`src/verilog/bmam_pkg.sv`:
```
// Package of constants and carrier types for the banked memory address map
package bmam_pkg;

    // Program side
    localparam int          PC_W          = 13;
    localparam int          PWORD_W       = 14;
    localparam int          PMEM_AW       = 10;
    localparam logic [12:0] RESET_VECTOR  = 13'h0000;
    localparam logic [12:0] IRQ_VECTOR    = 13'h0004;

    // Data side
    localparam int          DADDR_W       = 8;
    localparam int          DATA_W        = 8;
    localparam int          GPR_AW        = 6;
    localparam int          GPR_DEPTH     = 64;
    localparam int          SFR_COUNT     = 32;
    localparam logic [6:0]  SFR_LAST      = 7'h1f;
    localparam logic [6:0]  GPR_FIRST     = 7'h20;
    localparam logic [6:0]  GPR_LAST      = 7'h5f;

    // Status register layout and reset value
    localparam logic [4:0]  STATUS_ADDR   = 5'h03;
    localparam logic [4:0]  FSR_ADDR      = 5'h04;
    localparam int          STATUS_BANK_BIT = 5;
    localparam logic [7:0]  STATUS_RESET  = 8'h18;
    localparam logic [7:0]  STATUS_RSVD_MASK = 8'hc0;
    localparam logic [7:0]  SFR_RESET     = 8'h00;
    localparam logic [13:0] INSTR_RESET   = 14'h0000;

    // Decoded target of a data access
    typedef enum logic [1:0] {
        BMAM_TGT_SFR  = 2'b00,
        BMAM_TGT_GPR  = 2'b01,
        BMAM_TGT_NONE = 2'b11
    } bmam_target_t;

    // Data access request from the core
    typedef struct packed {
        logic       rd;
        logic       wr;
        logic       indirect;
        logic [6:0] addr;
        logic [7:0] wdata;
    } bmam_dreq_t;

    // Program fetch request from the core
    typedef struct packed {
        logic       load;
        logic [12:0] load_pc;
        logic       step;
        logic       irq;
    } bmam_preq_t;

endpackage

```
`src/verilog/bmam_gpr_mem.sv`:
```
// 64 x 8 general purpose file with registered read data
`timescale 1ns/1ps
module bmam_gpr_mem (
    input  wire logic       core_clk_i,
    input  wire logic       we_i,
    input  wire logic [5:0] waddr_i,
    input  wire logic [7:0] wdata_i,
    input  wire logic [5:0] raddr_i,
    output logic      [7:0] rdata_o
);
    logic [7:0] mem [0:63];

    // No reset on the array: contents are undefined at power-up like real SRAM
    always_ff @(posedge core_clk_i) begin
        if (we_i) begin
            mem[waddr_i] <= wdata_i;
        end
        rdata_o <= mem[raddr_i];
    end
endmodule

```
`src/verilog/bmam_top.sv`:
```
// Banked memory address map: program fetch addressing and data file decode
// Behaviour
// - Program counter is 13 bits, 8K x 14 space
// - Only addresses 000h-3FFh have physical storage
// - Fetches above 1K wrap into first 1K
// - Reset starts at 0000h, interrupt loads 0004h
// - Two banks, lowest 32 addresses are SFRs
// - 20h-5Fh is RAM shared by both banks
// - Unimplemented data addresses read as zero
// - Status bit 5 selects bank for direct access
// - 64-byte file, direct and pointer access
// - SFRs are static, hold contents without refresh
`timescale 1ns/1ps
module bmam_top (
    input  wire logic                  core_clk_i,
    input  wire logic                  resetn_i,
    // Program side
    input  wire bmam_pkg::bmam_preq_t  preq_i,
    output logic               [12:0]  pc_o,
    output logic                [9:0]  pmem_addr_o,
    input  wire logic          [13:0]  pmem_rdata_i,
    output logic               [13:0]  instr_o,
    // Data side
    input  wire bmam_pkg::bmam_dreq_t  dreq_i,
    output logic                [7:0]  rdata_o,
    output logic                [7:0]  daddr_o,
    output logic                       sfr_sel_o,
    output logic                       gpr_sel_o,
    output logic                [7:0]  status_o,
    output logic                [7:0]  file_select_pointer_o,
    output logic                       bank_select_bit_o
);

    // Decode a full data address into its target
    function automatic bmam_pkg::bmam_target_t decode_target(input logic [7:0] a);
        if (a[6:0] <= bmam_pkg::SFR_LAST) begin
            decode_target = bmam_pkg::BMAM_TGT_SFR;
        end else if (a[6:0] >= bmam_pkg::GPR_FIRST && a[6:0] <= bmam_pkg::GPR_LAST) begin
            decode_target = bmam_pkg::BMAM_TGT_GPR;
        end else begin
            decode_target = bmam_pkg::BMAM_TGT_NONE;
        end
    endfunction

    // Map a data address onto an SFR slot: bank 1 takes slots 32..63
    function automatic logic [5:0] sfr_slot(input logic [7:0] a);
        sfr_slot = {a[7], a[4:0]};
    endfunction

    // Status and pointer are the offsets that answer alike from either bank
    function automatic logic is_shared_slot(input logic [4:0] ofs);
        is_shared_slot = (ofs == bmam_pkg::STATUS_ADDR) || (ofs == bmam_pkg::FSR_ADDR);
    endfunction

    // ---------------- Program counter ----------------
    logic [12:0] pc;
    logic [12:0] next_pc;
    logic [13:0] instr;
    logic [13:0] next_instr;

    // Interrupt outranks a load, which outranks a step
    // The full 13-bit count is kept even past 03FFh, so a saved return address
    // and a later computed jump stay exact; only the fetch address folds
    always_comb begin
        next_pc    = pc;
        next_instr = pmem_rdata_i;
        if (preq_i.irq) begin
            next_pc = bmam_pkg::IRQ_VECTOR;
        end else if (preq_i.load) begin
            next_pc = preq_i.load_pc;
        end else if (preq_i.step) begin
            next_pc = pc + 13'h0001;
        end
    end

    always_ff @(posedge core_clk_i or negedge resetn_i) begin
        if (!resetn_i) begin
            pc    <= bmam_pkg::RESET_VECTOR;
            // A cleared word keeps the core from decoding a stale fetch
            instr <= bmam_pkg::INSTR_RESET;
        end else begin
            pc    <= next_pc;
            instr <= next_instr;
        end
    end

    // Upper PC bits are dropped so any fetch wraps into the implemented 1K
    // (a fetch at 0400h returns the same word as one at 0000h)
    assign pmem_addr_o = pc[9:0];
    assign pc_o        = pc;
    assign instr_o     = instr;

    // ---------------- Data side decode ----------------
    logic [7:0]   status;
    logic [7:0]   file_select_pointer;
    logic [7:0]   daddr;
    bmam_pkg::bmam_target_t tgt;

    // Direct access takes the bank bit; indirect takes the whole pointer
    // Pointer bit 7 picks the bank itself, so the bank bit plays no part there
    always_comb begin
        if (dreq_i.indirect) begin
            daddr = file_select_pointer;
        end else begin
            daddr = {status[bmam_pkg::STATUS_BANK_BIT], dreq_i.addr};
        end
        tgt = decode_target(daddr);
    end

    // One decode feeds the select outputs and both write enables
    logic         hit_sfr;
    logic         hit_gpr;

    assign hit_sfr   = (tgt == bmam_pkg::BMAM_TGT_SFR);
    assign hit_gpr   = (tgt == bmam_pkg::BMAM_TGT_GPR);
    assign daddr_o   = daddr;
    assign sfr_sel_o = hit_sfr;
    assign gpr_sel_o = hit_gpr;

    // ---------------- Special function registers ----------------
    // 2 x 32 slots; status and pointer sit at the same offsets in both banks
    logic [7:0] sfr      [0:63];
    logic [7:0] next_sfr [0:63];
    logic       sfr_wr;
    logic [5:0] slot;

    assign sfr_wr = dreq_i.wr && hit_sfr;
    assign slot   = sfr_slot(daddr);

    genvar g;
    generate
        for (g = 0; g < 64; g++) begin : g_sfr
            localparam logic [4:0] OFS    = 5'(g);
            localparam bit         SHARED = is_shared_slot(OFS);
            // Shared slots answer from either bank; others only in their own bank
            always_comb begin
                next_sfr[g] = sfr[g];
                if (sfr_wr && ((SHARED && slot[4:0] == OFS) || (!SHARED && slot == 6'(g)))) begin
                    next_sfr[g] = dreq_i.wdata;
                end
            end
            // Static storage: plain flops, no refresh needed
            always_ff @(posedge core_clk_i or negedge resetn_i) begin
                if (!resetn_i) begin
                    sfr[g] <= (OFS == bmam_pkg::STATUS_ADDR) ? bmam_pkg::STATUS_RESET
                                                             : bmam_pkg::SFR_RESET;
                end else begin
                    sfr[g] <= next_sfr[g];
                end
            end
        end
    endgenerate

    // Bank 0 copies of the shared registers are the live ones
    // A bank 1 write lands in both copies, so the bank 0 copy is always current
    assign status = sfr[bmam_pkg::STATUS_ADDR];
    assign file_select_pointer    = sfr[bmam_pkg::FSR_ADDR];
    assign status_o              = status;
    assign file_select_pointer_o = file_select_pointer;
    assign bank_select_bit_o     = status[bmam_pkg::STATUS_BANK_BIT];

    // ---------------- General purpose file ----------------
    logic [7:0] gpr_rdata;
    logic [5:0] gpr_index;

    // Same physical byte whatever the bank: subtract base, ignore bank bit
    assign gpr_index = 6'(daddr[6:0] - bmam_pkg::GPR_FIRST);

    logic       gpr_we;

    // Only decoded file addresses write; holes and SFRs leave the RAM alone
    assign gpr_we = dreq_i.wr && hit_gpr;

    // One index serves read and write: a byte written now reads back next cycle
    bmam_gpr_mem u_gpr (
        .core_clk_i (core_clk_i),
        .we_i       (gpr_we),
        .waddr_i    (gpr_index),
        .wdata_i    (dreq_i.wdata),
        .raddr_i    (gpr_index),
        .rdata_o    (gpr_rdata)
    );

    // ---------------- Read data ----------------
    // Read data lands one cycle after the request to match the RAM latency
    bmam_pkg::bmam_target_t rd_tgt;
    bmam_pkg::bmam_target_t next_rd_tgt;
    logic [7:0] sfr_q;
    logic [7:0] next_sfr_q;

    always_comb begin
        next_rd_tgt = dreq_i.rd ? tgt : bmam_pkg::BMAM_TGT_NONE;
        next_sfr_q  = sfr[slot];
        // Shared offsets read their bank 0 copy whichever bank asked
        if (is_shared_slot(slot[4:0])) begin
            next_sfr_q = sfr[{1'h0, slot[4:0]}];
        end
    end

    always_ff @(posedge core_clk_i or negedge resetn_i) begin
        if (!resetn_i) begin
            rd_tgt <= bmam_pkg::BMAM_TGT_NONE;
            sfr_q  <= bmam_pkg::SFR_RESET;
        end else begin
            rd_tgt <= next_rd_tgt;
            sfr_q  <= next_sfr_q;
        end
    end

    // Both sources are already registered, so this mux adds no cycle; a cycle
    // with no read, or a read of a hole, gives zero rather than stale data
    always_comb begin
        case (rd_tgt)
            bmam_pkg::BMAM_TGT_SFR:  rdata_o = sfr_q;
            bmam_pkg::BMAM_TGT_GPR:  rdata_o = gpr_rdata;
            default:                 rdata_o = 8'h00;
        endcase
    end

    // Reserved status bits 7:6 are stored as written; software keeps them zero
    // so no masking is applied here. A stray one would show only on status_o and in reads of status:
    // the pointer page and upper bank are not decoded, so addressing is unchanged.
endmodule
```
`config.mk`:
```
export PLATFORM = sky130hd
export DESIGN_NAME = bmam_top
export DESIGN_NICKNAME = d
export VERILOG_FILES = /design/src/verilog/bmam_pkg.sv /design/src/verilog/bmam_gpr_mem.sv /design/src/verilog/bmam_top.sv
export SDC_FILE = /design/constraint.sdc
export NUM_CORES = 1
export LEC_CHECK = 0
export ABC_AREA = 1
export BUFFER_PORTS_ARGS = -buffer_cell sky130_fd_sc_hd__buf_2
export CAP_MARGIN = 15
export CORE_MARGIN = 1
export CORE_UTILIZATION = 40
export DETAILED_ROUTE_END_ITERATION = 6
export HOLD_SLACK_MARGIN = 0.03
export PLACE_DENSITY_LB_ADDON = 0.3
export SLEW_MARGIN = 20
export SYNTH_ARGS = -nofsm -noshare
export SYNTH_HDL_FRONTEND = slang
export SYNTH_HIERARCHICAL = 1
export SYNTH_SLANG_ARGS = --single-unit
```
`constraint.sdc`:
```
create_clock -name core_clk_i -period 8.1 [get_ports core_clk_i]
set_input_delay 1.62 -clock core_clk_i [delete_from_list [all_inputs] [get_ports core_clk_i]]
set_output_delay 1.62 -clock core_clk_i [all_outputs]
set_load 0.005 [all_outputs]
```
==> flow_summary.ini, run 1 <==
[run_status]
run_status = finished clean

[die]
floorplan.io_pins = 122
die_width_um = 345
initial_utilization_pct = 40.5
die_area_um2 = 119000
std_cell_rows = 125
core_area_um2 = 117000
die-height_um = 345

[placed_design]
portbufs = 121
dp.final_hpwl_mm = 75.2
place_worst_setup_slack_ps = 2650
routabilityCongestion = 0.886

[setup_path]
start_kind = input pin
regToRegSetupSlack_ps = 4120
timing.critical_path.arrival_ps = 3520
critPathLaunch = dreq_i[15]
r2r-end = u_gpr/rdata_o[5]
critPathRequiredTime_ps = 6480
worst-r2r-cell-count = 13
end_kind = primary output
timing.rr.start = sfr[216]
critical_path_class = input pin to primary output
largest_fanout_of_any_net_on_the_critical_path = 112
end_point_of_the_critical_path = daddr_o[1]

[synthesis]
synth_mux_area_share_pct = 0
synth.net_count = 5265
synth_warnings = 6
synth_top_family_by_area = simple AND/OR/NAND/NOR gates
combined_area_of_all_synthesized_cells_um2 = 47200
postSynthRegisterBits = 1053
synth-compound-area-share_pct = 6.03
synthAdderAreaFrac_pct = 0.0265
syn_area_per_cell_um2 = 9.05
synthXorXnorAreaFrac_pct = 0.130
synth_cell_types = 40
yosysSeqAreaShare_pct = 61.2
yosys.area_share.simple_pct = 27.6
gate_count_of_the_mapped_netlist = 5214

[routing]
viasPerCell = 5.26
finalWirelength_mm = 130
drc_errors = 0
drt-pass1-iter-count = 5
detail-route-antenna-nets = 0
wl_per_cell_um = 19.2
drtIter0Drc = 3750
route.vias.total = 35500

[cells_and_area]
sequential_cell_area_um2 = 28900
fill_cells = 11200
final_net_count = 5192
fin_util_pct = 44.7
multiInputGateArea_um2 = 16000
n_antenna_cell = 0
areaGrowthSynthToFinish_pct = 10.5
drive_gt1_share_pct = 8.78

[clocking]
clockBufferDepth = 3
clock_transition_at_the_register_clock_pins_on_the_worst_setup_and_hold_paths_after_cts_ps = 50
cts_tree = yes
post_cts_hold_buffer_count = 0
clock_tree.htree_level_count = 3
clock_insertion_delay_worst_skew_ps = 750
cts_setup_buffers = 0
cts_made_buffers = 112
root_buffer_selected_by_cts = sky130_fd_sc_hd__clkbuf_16
postCtsResizedCells = 0
clock_sinks = 1053

[timing]
post-route-min-period_ps = 5140
setup_tns_ps = 0
worst_slew_margin_rel_pct = 28.7
final_min_period_over_clock_period_pct = 63.5
report.final.hold_viol_count = 0
timing.hold.ws_ps = 479
timing_max_transition_violations_final = 0
rsz0062_at_grt = no
finalSetupViolations = 0
worst_clock_skew_ps = 75.3
max_freq_ghz = 0.194
worst-slew-pin-transition_ps = 1070
final.setup.worst_slack_ps = 2960

[grt]
gr_util_all_layers_pct = 21.6
first_global_vias = 33600
grt_pass1_wl_mm = 202
maximum_number_of_pins_on_one_net_before_global_route_repair = 194
grt_overflow_total = 0
grt_antenna_before_repair = 4

[min_path]
hold_path.class = flop to flop

[job]
max-cap-violations = 0

[power]
p_per_area_nw_per_um2 = 273
peak_vdd_ir_uv = 177
power.static_leakage_uw = 0.0230
[area by class of cell]
type	count	area share, %
Timing Repair Buffer	181	2.25
Clock inverter	64	1.70
Tap cell	1524	3.66
Sequential cell	1053	55.4
Inverter	59	0.454
Multi-Input combinational cell	3734	30.7
Clock buffer	148	5.88
[routing by layer]
metal  up-vias  global-route usage (%)  share of wire, %  wire length, um
met5         -                       0             0.038               49
met4         8                    6.55               2.7             3520
met3       219                    4.00               7.1             9230
met2      1133                    33.9                46            59400
met1     17200                    30.4                44            57800
li1      17000                       -                 -                -
[critical path, stage by stage]
cell and delay [ps]:
sky130_fd_sc_hd__buf_2 240, sky130_fd_sc_hd__inv_4 210, sky130_fd_sc_hd__nand2_1 120, sky130_fd_sc_hd__nand2_4 470, sky130_fd_sc_hd__buf_12 530, sky130_fd_sc_hd__buf_2 220
[registers in the layout (all words and copies together) (netlist names)]
register       cells
sfr_q              8
pc_o              13
u_gpr/rdata_o      8
instr_o           14
u_gpr/mem        512
rd_tgt             2
sfr              496
[where the power goes]
part | leakage, uW | internal (uW) | switching (uW)
clock network | 0.00193 | 3200 | 2220
registers | 0.0120 | 5980 | 251
logic | 0.00910 | 685 | 1910
[cells in the final DEF, fill, tap and decap left out, types with 7 or more instances in the layout]
cell / n
sky130_fd_sc_hd__nor2_2: 9
sky130_fd_sc_hd__nand2_1: 2373
sky130_fd_sc_hd__nor2_4: 10
sky130_fd_sc_hd__nand4_1: 10
sky130_fd_sc_hd__nand3_1: 590
sky130_fd_sc_hd__o21ai_1: 156
sky130_fd_sc_hd__clkinv_1: 12
sky130_fd_sc_hd__nand2_2: 15
sky130_fd_sc_hd__inv_2: 15
sky130_fd_sc_hd__buf_12: 7
sky130_fd_sc_hd__clkinv_2: 24
sky130_fd_sc_hd__dfxtp_1: 8
sky130_fd_sc_hd__edfxtp_1: 512
sky130_fd_sc_hd__bufinv_16: 16
sky130_fd_sc_hd__nand2_4: 23
sky130_fd_sc_hd__clkbuf_8: 13
sky130_fd_sc_hd__buf_2: 120
sky130_fd_sc_hd__dfrtp_1: 529
sky130_fd_sc_hd__buf_4: 52
sky130_fd_sc_hd__nor4_1: 9
sky130_fd_sc_hd__clkbuf_16: 112
sky130_fd_sc_hd__inv_1: 40
sky130_fd_sc_hd__nor2_1: 124
sky130_fd_sc_hd__o21ai_2: 17
sky130_fd_sc_hd__o21ai_0: 364
sky130_fd_sc_hd__clkbuf_1: 23
[cells by family after synthesis]
kind of cell,after synthesis
flip-flops,1053
AO/OA/AOI/OAI,549
buffers and inverters,427
XOR/XNOR,7
AND/OR/NAND/NOR,3177
adder cells (fa/ha/maj),1
[how the worst min path moves through the flow]
stage	start	end	slack [ps]	depth (start not counted)
after detailed placement	sfr[302]	sfr[302]	470	2
after CTS	sfr[322]	sfr[322]	480	2
final	sfr[322]	sfr[322]	480	2
after global routing	sfr[302]	sfr[302]	490	2
after global placement	sfr[114]	sfr[114]	470	2
after floorplan	sfr[100]	sfr[100]	450	2
[cells in the mapped netlist (all sizes together)]
cell	n	area share, %
edfxtp	512	33
o21bai	1	0.016
dfstp	4	0.22
nand3	590	6.3
o21ai	538	5.9
dfrtp	529	28
buf	211	3.2
o31ai	2	0.032
clkbuf	157	1.2
ha	1	0.027
inv	59	0.49
nand4	10	0.13
o21a	1	0.016
nor2	143	1.3
nand2	2411	20
o32ai	3	0.056
a21oi	4	0.042
xor2	6	0.11
dfxtp	8	0.34
xnor2	1	0.019
nor3	8	0.13
or2	6	0.085
nor4	9	0.12
[stage by stage]
step           power, uW  instances  instance area, um2
2_1_floorplan       8040       5214               47200
3_3_place_gp        8870       6550               48200
3_5_place_dp        8900       6550               48200
4_1_cts            14300       6762               52100
5_1_grt            14900       6763               52100
6_report           14200       6763               52100
Note: power is estimated with default switching activity, not from simulation.
==> run 2, diff against run 1 <==
==> constraint.sdc (replaced) <==
create_clock -name core_clk_i -period 5.3 [get_ports core_clk_i]
set_input_delay 1.06 -clock core_clk_i [delete_from_list [all_inputs] [get_ports core_clk_i]]
set_output_delay 1.06 -clock core_clk_i [all_outputs]
set_load 0.005 [all_outputs]
==> run 2 against run 1 <==
Against the previous run: setup slack lost 1800 ps; worst hold slack lost 76 ps; die area is the same; non-clock buffer count grew 24; register-to-register slack lost 2300 ps; sequential power grew 52%; clock power grew 46%; largest power group unchanged; cell count grew 0.35%; critical path depth grew 1; via count grew 0.50%.
==> flow_summary.ini, run 2 (synthesis gave the netlist of run 1 again) <==
[run_status]
run_status = finished clean

[die]
floorplan.io_pins = 122
std_cell_rows = 125
initial_utilization_pct = 40.5
die_area_um2 = 119000
core_area_um2 = 117000
die-height_um = 345
die_width_um = 345

[setup_path]
critical-path-top-delay-family = buffers and inverters
timing.critical_path.arrival_ps = 3030
worst-path-buf-inv = 5
critical_path_class = input pin to primary output
regToRegSetupSlack_ps = 1830
critPathRequiredTime_ps = 4240
start_kind = input pin
path_cells = buf_2 > buf_4 > nand2_2 > nand2_4 > buf_12 > buf_4 > buf_2
slowest_cell_on_the_critical_path = sky130_fd_sc_hd__buf_4
max_stage_delay_ps = 490
end_kind = primary output
largest_fanout_of_any_net_on_the_critical_path = 111

[grt]
grt_pass1_wl_mm = 208
grt_antenna_before_repair = 2
grt_overflow_total = 0
gr_util_all_layers_pct = 22.3
first_global_vias = 33900
maximum_number_of_pins_on_one_net_before_global_route_repair = 177

[cells_and_area]
top_reg_by_flops = u_gpr/mem
fill_cells = 11100
n_antenna_cell = 0
final_net_count = 5217
most_common_cell_after_layout_fill_and_taps_aside = sky130_fd_sc_hd__nand2_1
sequential_cell_area_um2 = 28900
fin_cells = 6787
most_frequent_cells_in_the_layout = sky130_fd_sc_hd__nand2_1 (2373), sky130_fd_sc_hd__nand3_1 (590), sky130_fd_sc_hd__dfrtp_1 (529)
areaGrowthSynthToFinish_pct = 10.4
largest_register_ffs = 512
drive_gt1_share_pct = 9.18
multiInputGateArea_um2 = 16000

[routing]
viasPerCell = 5.26
route.vias.total = 35700
detail-route-antenna-nets = 0
drtIter0Drc = 3457
wl_per_cell_um = 19.8
drt-pass1-iter-count = 6
finalWirelength_mm = 134
drc_errors = 0

[timing]
final.setup.worst_slack_ps = 1210
worst_slew_margin_rel_pct = 31.5
finalSetupViolations = 0
post-route-min-period_ps = 4090
setup_tns_ps = 0
worst_clock_skew_ps = 42.7
worst-slew-pin-transition_ps = 1030
rsz0062_at_grt = no
final_min_period_over_clock_period_pct = 77.3
max_freq_ghz = 0.244
report.final.hold_viol_count = 0
timing_max_transition_violations_final = 0

[clocking]
post_cts_hold_buffer_count = 0
clock_tree.htree_level_count = 3
cts_tree = yes
clock_insertion_delay_worst_skew_ps = 740
clock_transition_at_the_register_clock_pins_on_the_worst_setup_and_hold_paths_after_cts_ps = 60
root_buffer_selected_by_cts = sky130_fd_sc_hd__clkbuf_16
cts_made_buffers = 113
cts_setup_buffers = 0
clockBufferDepth = 3
postCtsResizedCells = 0
clock_sinks = 1053

[min_path]
hold_path.class = input pin to asynchronous set/reset pin

[power]
internal_power_uw = 14700
logic_pwr_share_pct = 19.1
fraction_of_power_consumed_by_sequential_logic_pct = 44.2
netSwitchingPower_uw = 6800
share_clk_of_total_power_pct = 36.7
totalPowerFinal_uw = 21500
power_switching_share_pct = 31.7
p_per_area_nw_per_um2 = 412
peak_vdd_ir_uv = 312
power.static_leakage_uw = 0.0230

[placed_design]
place_worst_setup_slack_ps = 1100
dp.final_hpwl_mm = 81.9
portbufs = 121
routabilityCongestion = 0.958
dp.cells = 6575

[job]
max-cap-violations = 0
## run 2: area by class of cell
class | count | area share, %
Clock buffer | 152 | 5.92
Multi-Input combinational cell | 3734 | 30.7
Tap cell | 1524 | 3.66
Sequential cell | 1053 | 55.4
Timing Repair Buffer | 205 | 2.63
Clock inverter | 60 | 1.22
Inverter | 59 | 0.449
## run 2: worst paths after layout
check | cells after the start | end | from
setup / recovery | 7 | daddr_o[0] | dreq_i[15]
hold reg to reg | 2 | sfr[76] | sfr[76]
hold / removal | 1 | sfr[296] | resetn_i
max in group asynchronous | 2 | sfr[120] | resetn_i
setup reg to reg | 8 | u_gpr/mem[24][2] | sfr[222]
min in group core_clk_i | 1 | instr_o[7] | pmem_rdata_i[7]
## run 2: layer usage
metal | share of wire, % | GRT usage [%] | wire (um) | vias to the layer above
li1 | - | - | - | 17000
met2 | 46 | 34.8 | 61200 | 1226
met4 | 3.3 | 7.57 | 4410 | 2
met5 | 0.0060 | 0 | 8 | -
met1 | 44 | 31.1 | 58500 | 17200
met3 | 7.6 | 4.37 | 10100 | 240
## run 2: per-stage QoR
stage | utilization [%] | instance area, um2 | hold slack (ps)
6_report | 44.7 | 52100 | 403
4_1_cts | 44.7 | 52100 | 371
5_1_grt | 44.7 | 52100 | 396
3_5_place_dp | 41.5 | 48400 | 467
3_3_place_gp | 41.5 | 48400 | 464
2_1_floorplan | - | 47200 | 453
## run 2: power groups by stage
stage          registers (uW)  clock network, uW  logic (uW)
2_1_floorplan            9510                  0        2780
3_3_place_gp             9610                  0        4040
3_5_place_dp             9620                  0        4070
4_1_cts                  9470               8040        4080
5_1_grt                  9540               8340        4520
6_report                 9480               7890        4100
